## config.mk

```make
export PLATFORM = sky130hd
export DESIGN_NAME = ilcgd_top
export DESIGN_NICKNAME = d
export VERILOG_FILES = /design/src/hw/ilcgd_pkg.sv /design/src/hw/ilcgd_stream_if.sv /design/src/hw/ilcgd_detector.sv /design/src/hw/ilcgd_fifo.sv /design/src/hw/ilcgd_top.sv
export SDC_FILE = /design/constraint.sdc
export NUM_CORES = 1
export LEC_CHECK = 0
export BUFFER_PORTS_ARGS = -buffer_cell sky130_fd_sc_hd__buf_2
export CAP_MARGIN = 10
export CORE_ASPECT_RATIO = 1.75
export CORE_UTILIZATION = 30
export DETAILED_ROUTE_END_ITERATION = 8
export GPL_TIMING_DRIVEN = 0
export PLACE_DENSITY = 0.57
export SLEW_MARGIN = 25
export SYNTH_ARGS = -nofsm -noshare
export SYNTH_HDL_FRONTEND = slang
export SYNTH_SLANG_ARGS = --single-unit
```

## constraint.sdc

```tcl
create_clock -name clk_i -period 5.33 [get_ports clk_i]
set_input_delay 0 -clock clk_i [delete_from_list [all_inputs] [get_ports clk_i]]
set_output_delay 0 -clock clk_i [all_outputs]
set_load 0.1 [all_outputs]
```

## src/hw/ilcgd_pkg.sv

```systemverilog
package ilcgd_pkg;
  // Register indices; byte address is four times the index
  localparam logic [5:0] IDX_CTRL   = 6'h0A;
  localparam logic [5:0] IDX_TX_LO  = 6'h0B;
  localparam logic [5:0] IDX_TX_HI  = 6'h0C;
  localparam logic [5:0] IDX_UP_LO  = 6'h0D;
  localparam logic [5:0] IDX_UP_HI  = 6'h0E;
  localparam logic [5:0] IDX_DN_LO  = 6'h0F;
  localparam logic [5:0] IDX_DN_HI  = 6'h10;
  localparam logic [5:0] IDX_STATUS = 6'h11;
  localparam logic [5:0] IDX_CONFIG = 6'h12;

  // Control register fields
  localparam int TX_LEN_MSB = 7;
  localparam int TX_LEN_LSB = 6;
  localparam int UP_LEN_MSB = 5;
  localparam int UP_LEN_LSB = 3;
  localparam int DN_LEN_MSB = 2;
  localparam int DN_LEN_LSB = 0;

  // Status and config fields
  localparam int STAT_UP_BIT  = 7;
  localparam int STAT_DN_BIT  = 6;
  localparam int STAT_RLB_BIT = 0;
  localparam int CFG_TX_EN_BIT = 0;
  localparam int CFG_AUTO_BIT  = 1;

  localparam logic [7:0] REG_RST = 8'h00;

  // Transmit and receive length encodings and lengths
  localparam logic [1:0] TX_SEL_5  = 2'h0;
  localparam logic [1:0] TX_SEL_6  = 2'h1;
  localparam logic [1:0] TX_SEL_7  = 2'h2;
  localparam logic [4:0] LEN_5     = 5'h05;
  localparam logic [4:0] LEN_6     = 5'h06;
  localparam logic [4:0] LEN_7     = 5'h07;
  localparam logic [4:0] LEN_16    = 5'h10;
  localparam logic [2:0] RX_SEL_16 = 3'h7;

  // Timing
  localparam int CLK_HZ        = 50000000;
  localparam int INTEG_MS      = 48;
  localparam int INTEG_CYCLES  = INTEG_MS * (CLK_HZ / 1000);
  localparam int LOOP_S        = 5;
  localparam int LOOP_CYCLES   = LOOP_S * CLK_HZ;

  // Error tolerance: errors times 2**ERR_SHIFT must stay below bits seen
  localparam int ERR_SHIFT = 5;
  localparam int CNT_W     = 20;

  typedef enum logic {DET_HUNT, DET_LOCK} ilcgd_det_state_type;
endpackage

```

## src/hw/ilcgd_stream_if.sv

```systemverilog
`timescale 1ns/10ps
`default_nettype none
interface ilcgd_stream_if #(parameter int WIDTH = 1);
  logic             valid;
  logic             ready;
  logic [WIDTH-1:0] data;
  modport src (output valid, output data, input ready);
  modport snk (input valid, input data, output ready);
endinterface
`default_nettype wire

```

## src/hw/ilcgd_detector.sv

```systemverilog
`timescale 1ns/10ps
`default_nettype none
module ilcgd_detector #(
  parameter int INTEG_CYCLES = ilcgd_pkg::INTEG_CYCLES,
  parameter int CNT_W        = ilcgd_pkg::CNT_W
) (
  // Clock and reset
  input wire logic        clk_i,
  input wire logic        rst_i,
  // Received bits
  input wire logic        bit_stb_i,
  input wire logic        bit_i,
  // Programming
  input wire logic [2:0]  len_sel_i,
  input wire logic [15:0] code_i,
  // Result
  output logic            seen_o
);
  localparam int SH = ilcgd_pkg::ERR_SHIFT;
  localparam int TW = $clog2(INTEG_CYCLES);

  if (INTEG_CYCLES < 2 || CNT_W < 4) begin : g_chk
    $error("ilcgd_detector: integration window or counter too small");
  end

  ilcgd_pkg::ilcgd_det_state_type state_ff;
  ilcgd_pkg::ilcgd_det_state_type nxt_state;
  logic [15:0]         hist_ff;
  logic [15:0]         nxt_hist;
  logic [3:0]          phase_ff;
  logic [3:0]          nxt_phase;
  logic [CNT_W-1:0]    bits_ff;
  logic [CNT_W-1:0]    nxt_bits;
  logic [CNT_W-1:0]    err_ff;
  logic [CNT_W-1:0]    nxt_err;
  logic [TW-1:0]       timer_ff;
  logic [TW-1:0]       nxt_timer;
  logic                seen_ff;
  logic                nxt_seen;
  logic [4:0]          len;
  logic [15:0]         hit;
  logic                win_end;
  logic                pass;

  // Code 111 covers 8-bit codes too, as two copies fill the 16-bit word
  assign len = (len_sel_i == ilcgd_pkg::RX_SEL_16) ? ilcgd_pkg::LEN_16
             : 5'(len_sel_i) + 5'h01;

  // Last len bits equal the code, first code bit oldest
  for (genvar j = 0; j < 16; j++) begin : g_hit
    assign hit[j] = (5'(j) >= len) ||
                    (nxt_hist[j] == code_i[4'(5'h10 - len + 5'(j))]);
  end

  assign win_end = (timer_ff == TW'(INTEG_CYCLES - 1));
  // Error share under one in 2**SH bits tolerates line errors
  assign pass    = (state_ff == ilcgd_pkg::DET_LOCK) && (bits_ff != '0) &&
                   ({err_ff, {SH{1'b0}}} < {{SH{1'b0}}, bits_ff});
  assign seen_o  = seen_ff;

  always_comb begin
    nxt_hist  = bit_stb_i ? {hist_ff[14:0], bit_i} : hist_ff;
    nxt_state = state_ff;
    nxt_phase = phase_ff;
    nxt_bits  = bits_ff;
    nxt_err   = err_ff;
    nxt_seen  = seen_ff;
    nxt_timer = win_end ? '0 : timer_ff + 1'b1;
    if (bit_stb_i) begin
      case (state_ff)
        ilcgd_pkg::DET_HUNT: begin
          if (&hit) begin
            nxt_state = ilcgd_pkg::DET_LOCK;
            nxt_phase = '0;
          end
        end
        ilcgd_pkg::DET_LOCK: begin
          if (bit_i != code_i[4'hF - phase_ff] && err_ff != '1) begin
            nxt_err = err_ff + 1'b1;
          end
          if (bits_ff != '1) begin
            nxt_bits = bits_ff + 1'b1;
          end
          nxt_phase = (phase_ff == 4'(len - 5'h01)) ? 4'h0 : phase_ff + 4'h1;
        end
        default: nxt_state = ilcgd_pkg::DET_HUNT;
      endcase
    end
    // Verdict once per integration window
    if (win_end) begin
      nxt_seen = pass;
      nxt_bits = '0;
      nxt_err  = '0;
      if (!pass) begin
        nxt_state = ilcgd_pkg::DET_HUNT;
      end
    end
  end

  always_ff @(posedge clk_i) begin
    if (rst_i) begin
      state_ff <= ilcgd_pkg::DET_HUNT;
      hist_ff  <= '0;
      phase_ff <= '0;
      bits_ff  <= '0;
      err_ff   <= '0;
      timer_ff <= '0;
      seen_ff  <= 1'b0;
    end else begin
      state_ff <= nxt_state;
      hist_ff  <= nxt_hist;
      phase_ff <= nxt_phase;
      bits_ff  <= nxt_bits;
      err_ff   <= nxt_err;
      timer_ff <= nxt_timer;
      seen_ff  <= nxt_seen;
    end
  end
endmodule
`default_nettype wire

```

## src/hw/ilcgd_fifo.sv

```systemverilog
`timescale 1ns/10ps
`default_nettype none
module ilcgd_fifo #(
  parameter int WIDTH = 1,
  parameter int DEPTH = 4
) (
  // Clock and reset
  input wire logic    clk_i,
  input wire logic    rst_i,
  // Streams
  ilcgd_stream_if.snk in_s,
  ilcgd_stream_if.src out_s
);
  localparam int AW = $clog2(DEPTH);

  if (DEPTH < 2 || (DEPTH & (DEPTH - 1)) != 0) begin : g_chk
    $error("ilcgd_fifo: DEPTH must be a power of two of at least 2");
  end

  logic [WIDTH-1:0] mem_ff  [DEPTH];
  logic [WIDTH-1:0] nxt_mem [DEPTH];
  logic [AW-1:0]    wr_ff;
  logic [AW-1:0]    nxt_wr;
  logic [AW-1:0]    rd_ff;
  logic [AW-1:0]    nxt_rd;
  logic [AW:0]      cnt_ff;
  logic [AW:0]      nxt_cnt;
  logic             push;
  logic             pop;

  assign in_s.ready  = (cnt_ff != (AW+1)'(DEPTH));
  assign out_s.valid = (cnt_ff != '0);
  assign out_s.data  = mem_ff[rd_ff];
  assign push        = in_s.valid & in_s.ready;
  assign pop         = out_s.valid & out_s.ready;

  always_comb begin
    nxt_mem = mem_ff;
    if (push) begin
      nxt_mem[wr_ff] = in_s.data;
    end
    nxt_wr  = push ? wr_ff + 1'b1 : wr_ff;
    nxt_rd  = pop ? rd_ff + 1'b1 : rd_ff;
    nxt_cnt = cnt_ff + (AW+1)'(push) - (AW+1)'(pop);
  end

  always_ff @(posedge clk_i) begin
    mem_ff <= nxt_mem;
    if (rst_i) begin
      wr_ff  <= '0;
      rd_ff  <= '0;
      cnt_ff <= '0;
    end else begin
      wr_ff  <= nxt_wr;
      rd_ff  <= nxt_rd;
      cnt_ff <= nxt_cnt;
    end
  end
endmodule
`default_nettype wire

```

## src/hw/ilcgd_top.sv

```systemverilog
`timescale 1ns/10ps
`default_nettype none
// Functional notes
// - Generate 5/6/7 or 16-bit and detect 1-7 or 16-bit patterns
// - Tx length field 7:6 selects 5/6/7/16 bits
// - Lengths 5/6/7 use only low tx code
// - Low code bit 7 sent first, descending
// - Two independent detectors: loop-up and loop-down
// - Detector lengths from fields 5:3 and 2:0
// - Detection survives one error per hundred bits
// - About 48 ms integration sets status bits 7/6
// - Auto loopback after five seconds of codes
module ilcgd_top #(
  parameter int INTEG_CYCLES = ilcgd_pkg::INTEG_CYCLES,
  parameter int LOOP_CYCLES  = ilcgd_pkg::LOOP_CYCLES,
  parameter int FIFO_DEPTH   = 4
) (
  // Clock and reset
  input wire logic         clk_i,
  input wire logic         rst_i,
  // Wishbone slave
  input wire logic         wb_cyc_i,
  input wire logic         wb_stb_i,
  input wire logic         wb_we_i,
  input wire logic [7:0]   wb_adr_i,
  input wire logic [3:0]   wb_sel_i,
  input wire logic [31:0]  wb_dat_i,
  output logic     [31:0]  wb_dat_o,
  output logic             wb_ack_o,
  // Transmit line
  input wire logic         tx_clk_i,
  output logic             tx_data_o,
  // Receive line
  input wire logic         rx_clk_i,
  input wire logic         rx_data_i,
  // Loopback state
  output logic             remote_loop_o
);
  localparam int LW = $clog2(LOOP_CYCLES);

  if (LOOP_CYCLES < 2 || FIFO_DEPTH < 2) begin : g_chk
    $error("ilcgd_top: LOOP_CYCLES and FIFO_DEPTH must be at least 2");
  end

  // Register file
  logic [7:0]  ctrl_ff;
  logic [7:0]  nxt_ctrl;
  logic [7:0]  txlo_ff;
  logic [7:0]  nxt_txlo;
  logic [7:0]  txhi_ff;
  logic [7:0]  nxt_txhi;
  logic [7:0]  uplo_ff;
  logic [7:0]  nxt_uplo;
  logic [7:0]  uphi_ff;
  logic [7:0]  nxt_uphi;
  logic [7:0]  dnlo_ff;
  logic [7:0]  nxt_dnlo;
  logic [7:0]  dnhi_ff;
  logic [7:0]  nxt_dnhi;
  logic [7:0]  cfg_ff;
  logic [7:0]  nxt_cfg;
  logic        ack_ff;
  logic        nxt_ack;
  logic [31:0] rdat_ff;
  logic [31:0] nxt_rdat;
  logic        access;
  logic        wr_en;
  logic [5:0]  idx;
  logic [7:0]  rd_val;
  logic [7:0]  status;

  // Generator
  logic [3:0]  gidx_ff;
  logic [3:0]  nxt_gidx;
  logic [4:0]  tx_len;
  logic [15:0] tx_word;
  logic        tx_en;

  // Line synchronisers
  logic        txc_m_ff;
  logic        txc_s_ff;
  logic        txc_d_ff;
  logic        rxc_m_ff;
  logic        rxc_s_ff;
  logic        rxc_d_ff;
  logic        rxd_m_ff;
  logic        rxd_s_ff;
  logic        rx_last_ff;
  logic        nxt_rx_last;
  logic        txd_ff;
  logic        nxt_txd;
  logic        tx_edge;
  logic        rx_stb;

  // Auto remote loopback
  logic          rlb_ff;
  logic          nxt_rlb;
  logic [LW-1:0] hold_ff;
  logic [LW-1:0] nxt_hold;
  logic          auto_en;
  logic          up_seen;
  logic          dn_seen;

  ilcgd_stream_if #(.WIDTH(1)) gen_s ();
  ilcgd_stream_if #(.WIDTH(1)) line_s ();

  // Bus slave: one wait state, ack drops after one cycle
  assign access = wb_cyc_i & wb_stb_i & ~ack_ff;
  assign idx    = wb_adr_i[7:2];
  assign wr_en  = access & wb_we_i & wb_sel_i[0] & (wb_adr_i[1:0] == 2'h0);

  always_comb begin
    status                          = 8'h00;
    status[ilcgd_pkg::STAT_UP_BIT]  = up_seen;
    status[ilcgd_pkg::STAT_DN_BIT]  = dn_seen;
    status[ilcgd_pkg::STAT_RLB_BIT] = rlb_ff;
    rd_val = 8'h00;
    if (wb_adr_i[1:0] == 2'h0) begin
      case (idx)
        ilcgd_pkg::IDX_CTRL:   rd_val = ctrl_ff;
        ilcgd_pkg::IDX_TX_LO:  rd_val = txlo_ff;
        ilcgd_pkg::IDX_TX_HI:  rd_val = txhi_ff;
        ilcgd_pkg::IDX_UP_LO:  rd_val = uplo_ff;
        ilcgd_pkg::IDX_UP_HI:  rd_val = uphi_ff;
        ilcgd_pkg::IDX_DN_LO:  rd_val = dnlo_ff;
        ilcgd_pkg::IDX_DN_HI:  rd_val = dnhi_ff;
        ilcgd_pkg::IDX_STATUS: rd_val = status;
        ilcgd_pkg::IDX_CONFIG: rd_val = cfg_ff;
        default:               rd_val = 8'h00;
      endcase
    end
    nxt_ack  = access;
    nxt_rdat = access ? {24'h000000, rd_val} : rdat_ff;
    nxt_ctrl = ctrl_ff;
    nxt_txlo = txlo_ff;
    nxt_txhi = txhi_ff;
    nxt_uplo = uplo_ff;
    nxt_uphi = uphi_ff;
    nxt_dnlo = dnlo_ff;
    nxt_dnhi = dnhi_ff;
    nxt_cfg  = cfg_ff;
    if (wr_en) begin
      case (idx)
        ilcgd_pkg::IDX_CTRL:   nxt_ctrl = wb_dat_i[7:0];
        ilcgd_pkg::IDX_TX_LO:  nxt_txlo = wb_dat_i[7:0];
        ilcgd_pkg::IDX_TX_HI:  nxt_txhi = wb_dat_i[7:0];
        ilcgd_pkg::IDX_UP_LO:  nxt_uplo = wb_dat_i[7:0];
        ilcgd_pkg::IDX_UP_HI:  nxt_uphi = wb_dat_i[7:0];
        ilcgd_pkg::IDX_DN_LO:  nxt_dnlo = wb_dat_i[7:0];
        ilcgd_pkg::IDX_DN_HI:  nxt_dnhi = wb_dat_i[7:0];
        ilcgd_pkg::IDX_CONFIG: nxt_cfg  = wb_dat_i[7:0];
        default:               nxt_cfg  = cfg_ff;
      endcase
    end
  end

  always_ff @(posedge clk_i) begin
    if (rst_i) begin
      ack_ff  <= 1'b0;
      rdat_ff <= 32'h00000000;
      ctrl_ff <= ilcgd_pkg::REG_RST;
      txlo_ff <= ilcgd_pkg::REG_RST;
      txhi_ff <= ilcgd_pkg::REG_RST;
      uplo_ff <= ilcgd_pkg::REG_RST;
      uphi_ff <= ilcgd_pkg::REG_RST;
      dnlo_ff <= ilcgd_pkg::REG_RST;
      dnhi_ff <= ilcgd_pkg::REG_RST;
      cfg_ff  <= ilcgd_pkg::REG_RST;
    end else begin
      ack_ff  <= nxt_ack;
      rdat_ff <= nxt_rdat;
      ctrl_ff <= nxt_ctrl;
      txlo_ff <= nxt_txlo;
      txhi_ff <= nxt_txhi;
      uplo_ff <= nxt_uplo;
      uphi_ff <= nxt_uphi;
      dnlo_ff <= nxt_dnlo;
      dnhi_ff <= nxt_dnhi;
      cfg_ff  <= nxt_cfg;
    end
  end

  assign wb_ack_o = ack_ff;
  assign wb_dat_o = rdat_ff;

  // Generator: feeds the FIFO one pattern bit per accepted handshake
  assign tx_en   = cfg_ff[ilcgd_pkg::CFG_TX_EN_BIT];
  assign tx_word = {txlo_ff, txhi_ff};

  always_comb begin
    case (ctrl_ff[ilcgd_pkg::TX_LEN_MSB:ilcgd_pkg::TX_LEN_LSB])
      ilcgd_pkg::TX_SEL_5: tx_len = ilcgd_pkg::LEN_5;
      ilcgd_pkg::TX_SEL_6: tx_len = ilcgd_pkg::LEN_6;
      ilcgd_pkg::TX_SEL_7: tx_len = ilcgd_pkg::LEN_7;
      default:             tx_len = ilcgd_pkg::LEN_16;
    endcase
    nxt_gidx = gidx_ff;
    if (!tx_en) begin
      nxt_gidx = 4'h0;
    end else if (gen_s.ready) begin
      // Wrap straight to the first bit so repetitions abut
      nxt_gidx = (gidx_ff == 4'(tx_len - 5'h01)) ? 4'h0 : gidx_ff + 4'h1;
    end
  end

  // Lengths up to 7 never index past the low code byte
  assign gen_s.valid = tx_en;
  assign gen_s.data  = tx_word[4'hF - gidx_ff];

  always_ff @(posedge clk_i) begin
    if (rst_i) begin
      gidx_ff <= 4'h0;
    end else begin
      gidx_ff <= nxt_gidx;
    end
  end

  ilcgd_fifo #(
    .WIDTH (1),
    .DEPTH (FIFO_DEPTH)
  ) u_fifo (
    .clk_i (clk_i),
    .rst_i (rst_i),
    .in_s  (gen_s),
    .out_s (line_s)
  );

  // Line pins: two flops each, then edge detection on the second stage
  assign tx_edge      = txc_s_ff & ~txc_d_ff;
  assign rx_stb       = rxc_s_ff & ~rxc_d_ff;
  assign line_s.ready = tx_edge;

  always_comb begin
    nxt_rx_last = rx_stb ? rxd_s_ff : rx_last_ff;
    nxt_txd     = txd_ff;
    if (tx_edge) begin
      nxt_txd = rlb_ff ? rx_last_ff : (line_s.valid & line_s.data);
    end
  end

  always_ff @(posedge clk_i) begin
    if (rst_i) begin
      txc_m_ff   <= 1'b0;
      txc_s_ff   <= 1'b0;
      txc_d_ff   <= 1'b0;
      rxc_m_ff   <= 1'b0;
      rxc_s_ff   <= 1'b0;
      rxc_d_ff   <= 1'b0;
      rxd_m_ff   <= 1'b0;
      rxd_s_ff   <= 1'b0;
      rx_last_ff <= 1'b0;
      txd_ff     <= 1'b0;
    end else begin
      txc_m_ff   <= tx_clk_i;
      txc_s_ff   <= txc_m_ff;
      txc_d_ff   <= txc_s_ff;
      rxc_m_ff   <= rx_clk_i;
      rxc_s_ff   <= rxc_m_ff;
      rxc_d_ff   <= rxc_s_ff;
      rxd_m_ff   <= rx_data_i;
      rxd_s_ff   <= rxd_m_ff;
      rx_last_ff <= nxt_rx_last;
      txd_ff     <= nxt_txd;
    end
  end

  assign tx_data_o = txd_ff;

  // Both detectors run side by side on the same received bits
  ilcgd_detector #(
    .INTEG_CYCLES (INTEG_CYCLES),
    .CNT_W        (ilcgd_pkg::CNT_W)
  ) u_det_up (
    .clk_i     (clk_i),
    .rst_i     (rst_i),
    .bit_stb_i (rx_stb),
    .bit_i     (rxd_s_ff),
    .len_sel_i (ctrl_ff[ilcgd_pkg::UP_LEN_MSB:ilcgd_pkg::UP_LEN_LSB]),
    .code_i    ({uplo_ff, uphi_ff}),
    .seen_o    (up_seen)
  );

  ilcgd_detector #(
    .INTEG_CYCLES (INTEG_CYCLES),
    .CNT_W        (ilcgd_pkg::CNT_W)
  ) u_det_dn (
    .clk_i     (clk_i),
    .rst_i     (rst_i),
    .bit_stb_i (rx_stb),
    .bit_i     (rxd_s_ff),
    .len_sel_i (ctrl_ff[ilcgd_pkg::DN_LEN_MSB:ilcgd_pkg::DN_LEN_LSB]),
    .code_i    ({dnlo_ff, dnhi_ff}),
    .seen_o    (dn_seen)
  );

  // Auto loopback: the relevant flag must hold unbroken for the full hold time
  assign auto_en = cfg_ff[ilcgd_pkg::CFG_AUTO_BIT];

  always_comb begin
    nxt_rlb  = rlb_ff;
    nxt_hold = hold_ff;
    if (!auto_en) begin
      nxt_rlb  = 1'b0;
      nxt_hold = '0;
    end else if ((!rlb_ff && up_seen) || (rlb_ff && dn_seen)) begin
      if (hold_ff == LW'(LOOP_CYCLES - 1)) begin
        nxt_rlb  = ~rlb_ff;
        nxt_hold = '0;
      end else begin
        nxt_hold = hold_ff + 1'b1;
      end
    end else begin
      nxt_hold = '0;
    end
  end

  always_ff @(posedge clk_i) begin
    if (rst_i) begin
      rlb_ff  <= 1'b0;
      hold_ff <= '0;
    end else begin
      rlb_ff  <= nxt_rlb;
      hold_ff <= nxt_hold;
    end
  end

  assign remote_loop_o = rlb_ff;
endmodule
`default_nettype wire

```

Word-level counts from Yosys, hierarchy flattened --
Index checks and enable logic that the tools add are counted.
Word-level totals: bits in registers 295, logic and storage cells 422
Cells by class: $add $sub $neg 54, $lt $le $gt $ge 72, equality and inequality tests 60, multiplexer cells 101, bitwise logic cells 21, reductions and logical operators 70
Operator list (count):
- $lt 4x5->1 const B | 35
- $bmux 1 s4 | 35
- $add 20x1->20 const B | 4
- $ge 4x5->1 const A | 16
- $ne 20x20->1 const B | 4
- $pmux 8 s9 | 1
- $add 4x4->4 const B | 16
- $lt 25x20->1 | 2
- $mux 1 | 49
- $add 22x1->22 const B | 2
- $eq 22x22->1 const B | 2
- $ge 3x5->1 const A | 8
- $reduce_bool 20->1 | 2
- $eq 6x4->1 const B | 6
- $logic_or 1x1->1 | 33
- $add 4x3->4 const B | 8
- $eq 1x1->1 | 32
- $mux 16 | 2
- $reduce_and 16->1 | 2
- $add 28x1->28 const B | 1
- $eq 28x28->1 const B | 1
- $reduce_and 2->1 | 11
- $add 4x1->4 const B | 5
- $ge 1x5->1 const A | 4
- other kinds (37) | 97

Longest topological paths before layout --
word-level depth 14, gate-level depth with buffers 18, gate-level depth less buffers 15

Modules after synthesis --
Synthesis repeated with hierarchy kept, for this count alone.
Unflattened totals: cell total of the unflattened synthesis 1953, area, all modules 17793.3 sq um
By module, submodules not included:
- ilcgd_detector | times used 2, cells an instance 623, area an instance 5725.5 sq um, seq. area each 1681.6 sq um
- ilcgd_top | times used 1, cells an instance 656, area an instance 5749.3 sq um, seq. area each 2322.2 sq um
- ilcgd_fifo | times used 1, cells an instance 51, area an instance 593.1 sq um, seq. area each 260.2 sq um

Least setup slack after synthesis --
Ideal clock, no wire load.
kind register to register, from register ctrl_ff[1], to register u_det_dn.phase_ff[2], setup time 0.122 ns, arrival 3.961 ns, required time 5.208 ns, path slack 1.247 ns, stages on the path, launching flop included 16, buffers on the path 1, period minus slack after synthesis 4.083 ns, cells stage by stage dfxtp_1 -> ha_1 -> ha_1 -> clkbuf_1 -> inv_1 -> nand2_1 -> ha_1 -> xnor2_1 -> mux4_2 -> xnor2_1 -> o22ai_1 -> nor3_1 -> o311ai_1 -> a211o_1 -> o41a_1 -> a221o_1
Between the ends: longest elaborated chain between the ends 11, elaborated cells on any way between the ends 106
Ends and longest elaborated chain:
- from (decl) | line ilcgd_top.sv:46 | logic [7:0] ctrl_ff;
- from (signal assigned) | line ilcgd_top.sv:161 | ctrl_ff <= ilcgd_pkg::REG_RST;
- from (signal assigned) | line ilcgd_top.sv:172 | ctrl_ff <= nxt_ctrl;
- $add 3x1->4 or $eq 3x3->1 (tied branches) | line ilcgd_detector.sv:47, ilcgd_detector.sv:46
- $mux 5 * | line ilcgd_detector.sv:46 | assign len = (len_sel_i == ilcgd_pkg::RX_SEL_16) ? ilcgd_pkg::LEN_16
- $sub 1x4->4 | line ilcgd_detector.sv:52 | (nxt_hist[j] == code_i[4'(5'h10 - len + 5'(j))]);
- $add 4x1->4 (tied with other cells) | line ilcgd_detector.sv:52
- $bmux 1 s4 | line ilcgd_detector.sv:52
- $mux 1 (not written as such) | line ilcgd_detector.sv:52
- $eq 1x1->1 | line ilcgd_detector.sv:52
- $logic_or 1x1->1 | line ilcgd_detector.sv:51 | assign hit[j] = (5'(j) >= len) ||
- $reduce_and 16->1 | line ilcgd_detector.sv:72 | if (&hit) begin
- $ne 2x1->1 (no line)
- $reduce_and 2->1 (no line)
- to (signal assigned) | line ilcgd_detector.sv:112 | phase_ff <= nxt_phase;
- to (decl) | line ilcgd_detector.sv:30 | logic [3:0] phase_ff;
Every way passes the cells marked *; elsewhere a longest branch is shown, timed or not. The select of a mux whose other input is x is not followed. A chain may end at the register's enable or synchronous reset.

Worst setup path in the final report --
Same ends and word-level chain as after synthesis.

==> metrics.csv <==
metric,value,unit
antenna cells,0,
CTS tree,done,
fin nets,2101,
# IOs,87,
Setup crit end,u_det_dn.phase_ff[2],
largest family of logic cells by synthesized area,simple AND/OR/NAND/NOR gates,
Critical Setup Path Class,register to register,
status,"finished, final reports clean",
FF/Latch Area,5950,um2
asr flop ratio synth,0,
Vias per Instance,5.12,
"count leader, synth",nor2_1,
root buf cell,clkbuf_16,
xor/xnor share of the synthesized area,0.105,
remaining antenna violation count after routing,0,
initial antenna violation count,0,
endpoint class of the critical path,register,
clock buffer depth,3,
vias in the first global route,14000,
die area,57500,um2
fmax,0.197,GHz
P_leak,7.34,nW
Least-Margin Pin Slew,1.06,ns
fin crit period,5.07,ns
RSZ-0062 raised after global routing,no,
area growth from synthesis to layout,12.6,%
clk_skew,0.00813,ns
core area,55500,um2
total grt overflow,0,
via count,13800,
clk_lat worst skew,0.56,ns
Setup crit start,ctrl_ff[1],
Post-Syn Instances,1882,
Max-Cap Viols,0,
Synth Area in Adders,0.0551,
Routed WL,45.4,mm
worst rel slew slack,0.288,
CP arrival,5.51,ns
first-pass GRT wire length,72.9,mm
FILL cells,5669,
worst-path maximum fanout,10,
Initial Util,0.305,
synth cell count leaders,"322 x nor2_1, 291 x dfxtp_1, 158 x mux2i_1, 125 x nand2_1, 107 x xnor2_1",
worst min path class,primary input to register,
Initial DRC Count,694,
post-CTS setup buffers,0,
gr usage total,0.158,
crit share post-route,0.951,
Fin. Hold Viols,0,
Routability Congestion,0.948,
die height,316,um
Reg2Reg Capture Point,u_det_dn.phase_ff[2],
Die X,182,um
"Warnings, synthesis",0,
Post-Syn Area,16900,um2
CP required,5.77,ns
Synth cell types,75,
Buffers on Ports,26,
CTS buffer count,27,
power density cells,230,nW/um2
count of endpoints failing setup in the final report,0,
reg-to-reg setup timing slack,0.26,ns
Post-synth EDFFs,4,
Reg-to-Reg Start,ctrl_ff[1],
H-Tree Depth,1,
most common flop cell mapped by yosys,dfxtp_1,
post-synthesis mux area share,0.162,
layout cells sized above 1,0.0887,
TritonCTS Sinks,295,
leading area contributor after synthesis,dfxtp_1,
largest net degree at the start of global routing,16,
Compound-Gate Fraction of Synth Area,0.0754,
Layout Cells excl Fill,2692,
VDD IR-drop max,249,uV
residual DRC count,0,
Multi-input gate area,10300,um2
"Avg Cell Area, Syn",9.00,um2
crit start category,register,
row count,114,
"Slew Viols, Final",0,
post-synthesis sequential area ratio,0.351,
simple-gate portion of the synthesized area,0.204,
Worst-path clk slew,0.07,ns
Synth top area share,0.344,
Wirelength per Cell,16.9,um
First-pass DRT Iterations,8,
Synth area leaders,"dfxtp_1 34%, mux2i_1 9.3%, nor2_1 7.1%",
setup TNS,0,ns
Yosys reg bits,295,
HPWL after detailed placement,35.5,mm
worst-case reg-to-reg path depth,17,
Placed Instances,2628,
cell usage in the layout (no fill, tap or decap), types with 9 or more instances in the layout:
cell type / instances
dfxtp_1: 291
a22oi_1: 23
o21ai_0: 23
nor2b_1: 27
nor3_1: 23
ha_1: 73
and3_1: 43
buf_4: 27
nand2_1: 125
clkbuf_16: 27
xnor2_1: 106
clkbuf_1: 73
dlygate4sd3_1: 14
and2_1: 9
mux2i_1: 158
buf_2: 29
mux4_2: 48
xor2_1: 94
nor4_1: 11
inv_1: 69
or3_1: 17
nand2b_1: 10
nand4_1: 31
nor2_1: 322
a21oi_1: 59
a222oi_1: 9
or2_2: 11
conb_1: 24
nand3_1: 63
and4_1: 12
stage by stage:
step           setup WS [ns]  hold slack [ns]   util  power [mW]  cell area, um2
2_1_floorplan           1.25            0.128      -        2.43           17000
3_3_place_gp           0.147            0.275  0.325        2.48           18000
3_5_place_dp          0.0914            0.275  0.325        2.48           18100
4_1_cts               0.0657           0.0647  0.344        4.45           19100
5_1_grt               0.0171           0.0991  0.344        4.54           19100
6_report               0.259           0.0790  0.344        4.38           19100
layer usage:
| metal | wire length, um | share of wire | vias up | track usage |
|---|---|---|---|---|
| li1 | - | - | 6715 | - |
| met1 | 16600 | 0.37 | 6566 | 0.152 |
| met2 | 24600 | 0.54 | 358 | 0.317 |
| met3 | 1300 | 0.029 | 139 | 0.0115 |
| met4 | 2950 | 0.065 | 0 | 0.104 |
| met5 | 0 | 0 | - | 0 |
critical path, stage by stage, from the launching register on:
cell and delay, ns:
dfxtp_1 0.54, ha_1 0.24, ha_1 0.16, clkbuf_1 0.39
inv_1 0.15, nand2_1 0.17, ha_1 0.28, xnor3_1 0.24
clkbuf_1 0.43, mux2i_1 0.30, a22oi_1 0.12, nand2_1 0.15
nor3_1 0.08, nor3_1 0.35, o311ai_1 0.19, a211o_1 0.31
o41a_1 0.49, a221o_1 0.37
kinds of logic after synthesis:
| family | Yosys count |
|---|---|
| other cells | 1 |
| xor+xnor | 202 |
| mux | 214 |
| fa+ha+maj | 74 |
| compound gates | 186 |
| buf+inv | 173 |
| simple gates | 737 |
| flops | 295 |
report_power, final:
group | internal, mW | switching [mW] | total [mW]
clock network | 1.07 | 0.871 | 1.94
registers | 2.22 | 0.00686 | 2.22
logic | 0.0480 | 0.167 | 0.215
how the worst min path moves through the flow:
stage / startpoint / end / slack [ns] / depth (start not counted)
2_1_floorplan: rx_clk_i / rxc_m_ff / 0.13 / 1
3_3_place_gp: tx_clk_i / txc_m_ff / 0.27 / 2
3_5_place_dp: tx_clk_i / txc_m_ff / 0.28 / 2
4_1_cts: wb_cyc_i / wb_dat_o[2] / 0.06 / 4
5_1_grt: wb_dat_i[7] / dnlo_ff[7] / 0.1 / 3
6_report: wb_cyc_i / wb_dat_o[2] / 0.08 / 4
state kept, by name, summed over array words and instances (netlist names), 16 cells and up:
name	cells
u_det_dn.timer_ff	22
u_det_dn.bits_ff	20
u_det_dn.err_ff	20
u_det_up.timer_ff	22
hold_ff	28
u_det_up.hist_ff	16
u_det_up.err_ff	20
u_det_dn.hist_ff	16
u_det_up.bits_ff	20
what timing repair did:
item,CTS,global route
resized for setup,0,2
hold endpoints to repair,50,0
hold buffers,14,0
setup endpoints to repair,0,7
cell type report:
class | instances | area share
multi-input cells | 1437 | 0.541
flip-flops and latches | 295 | 0.312
well taps | 696 | 0.0456
clock buffers | 40 | 0.0411
plain buffers | 102 | 0.0268
repair buffers | 41 | 0.0146
inverters | 71 | 0.0145
clock inverters | 10 | 0.00459
(Power assumes the default switching activity.)
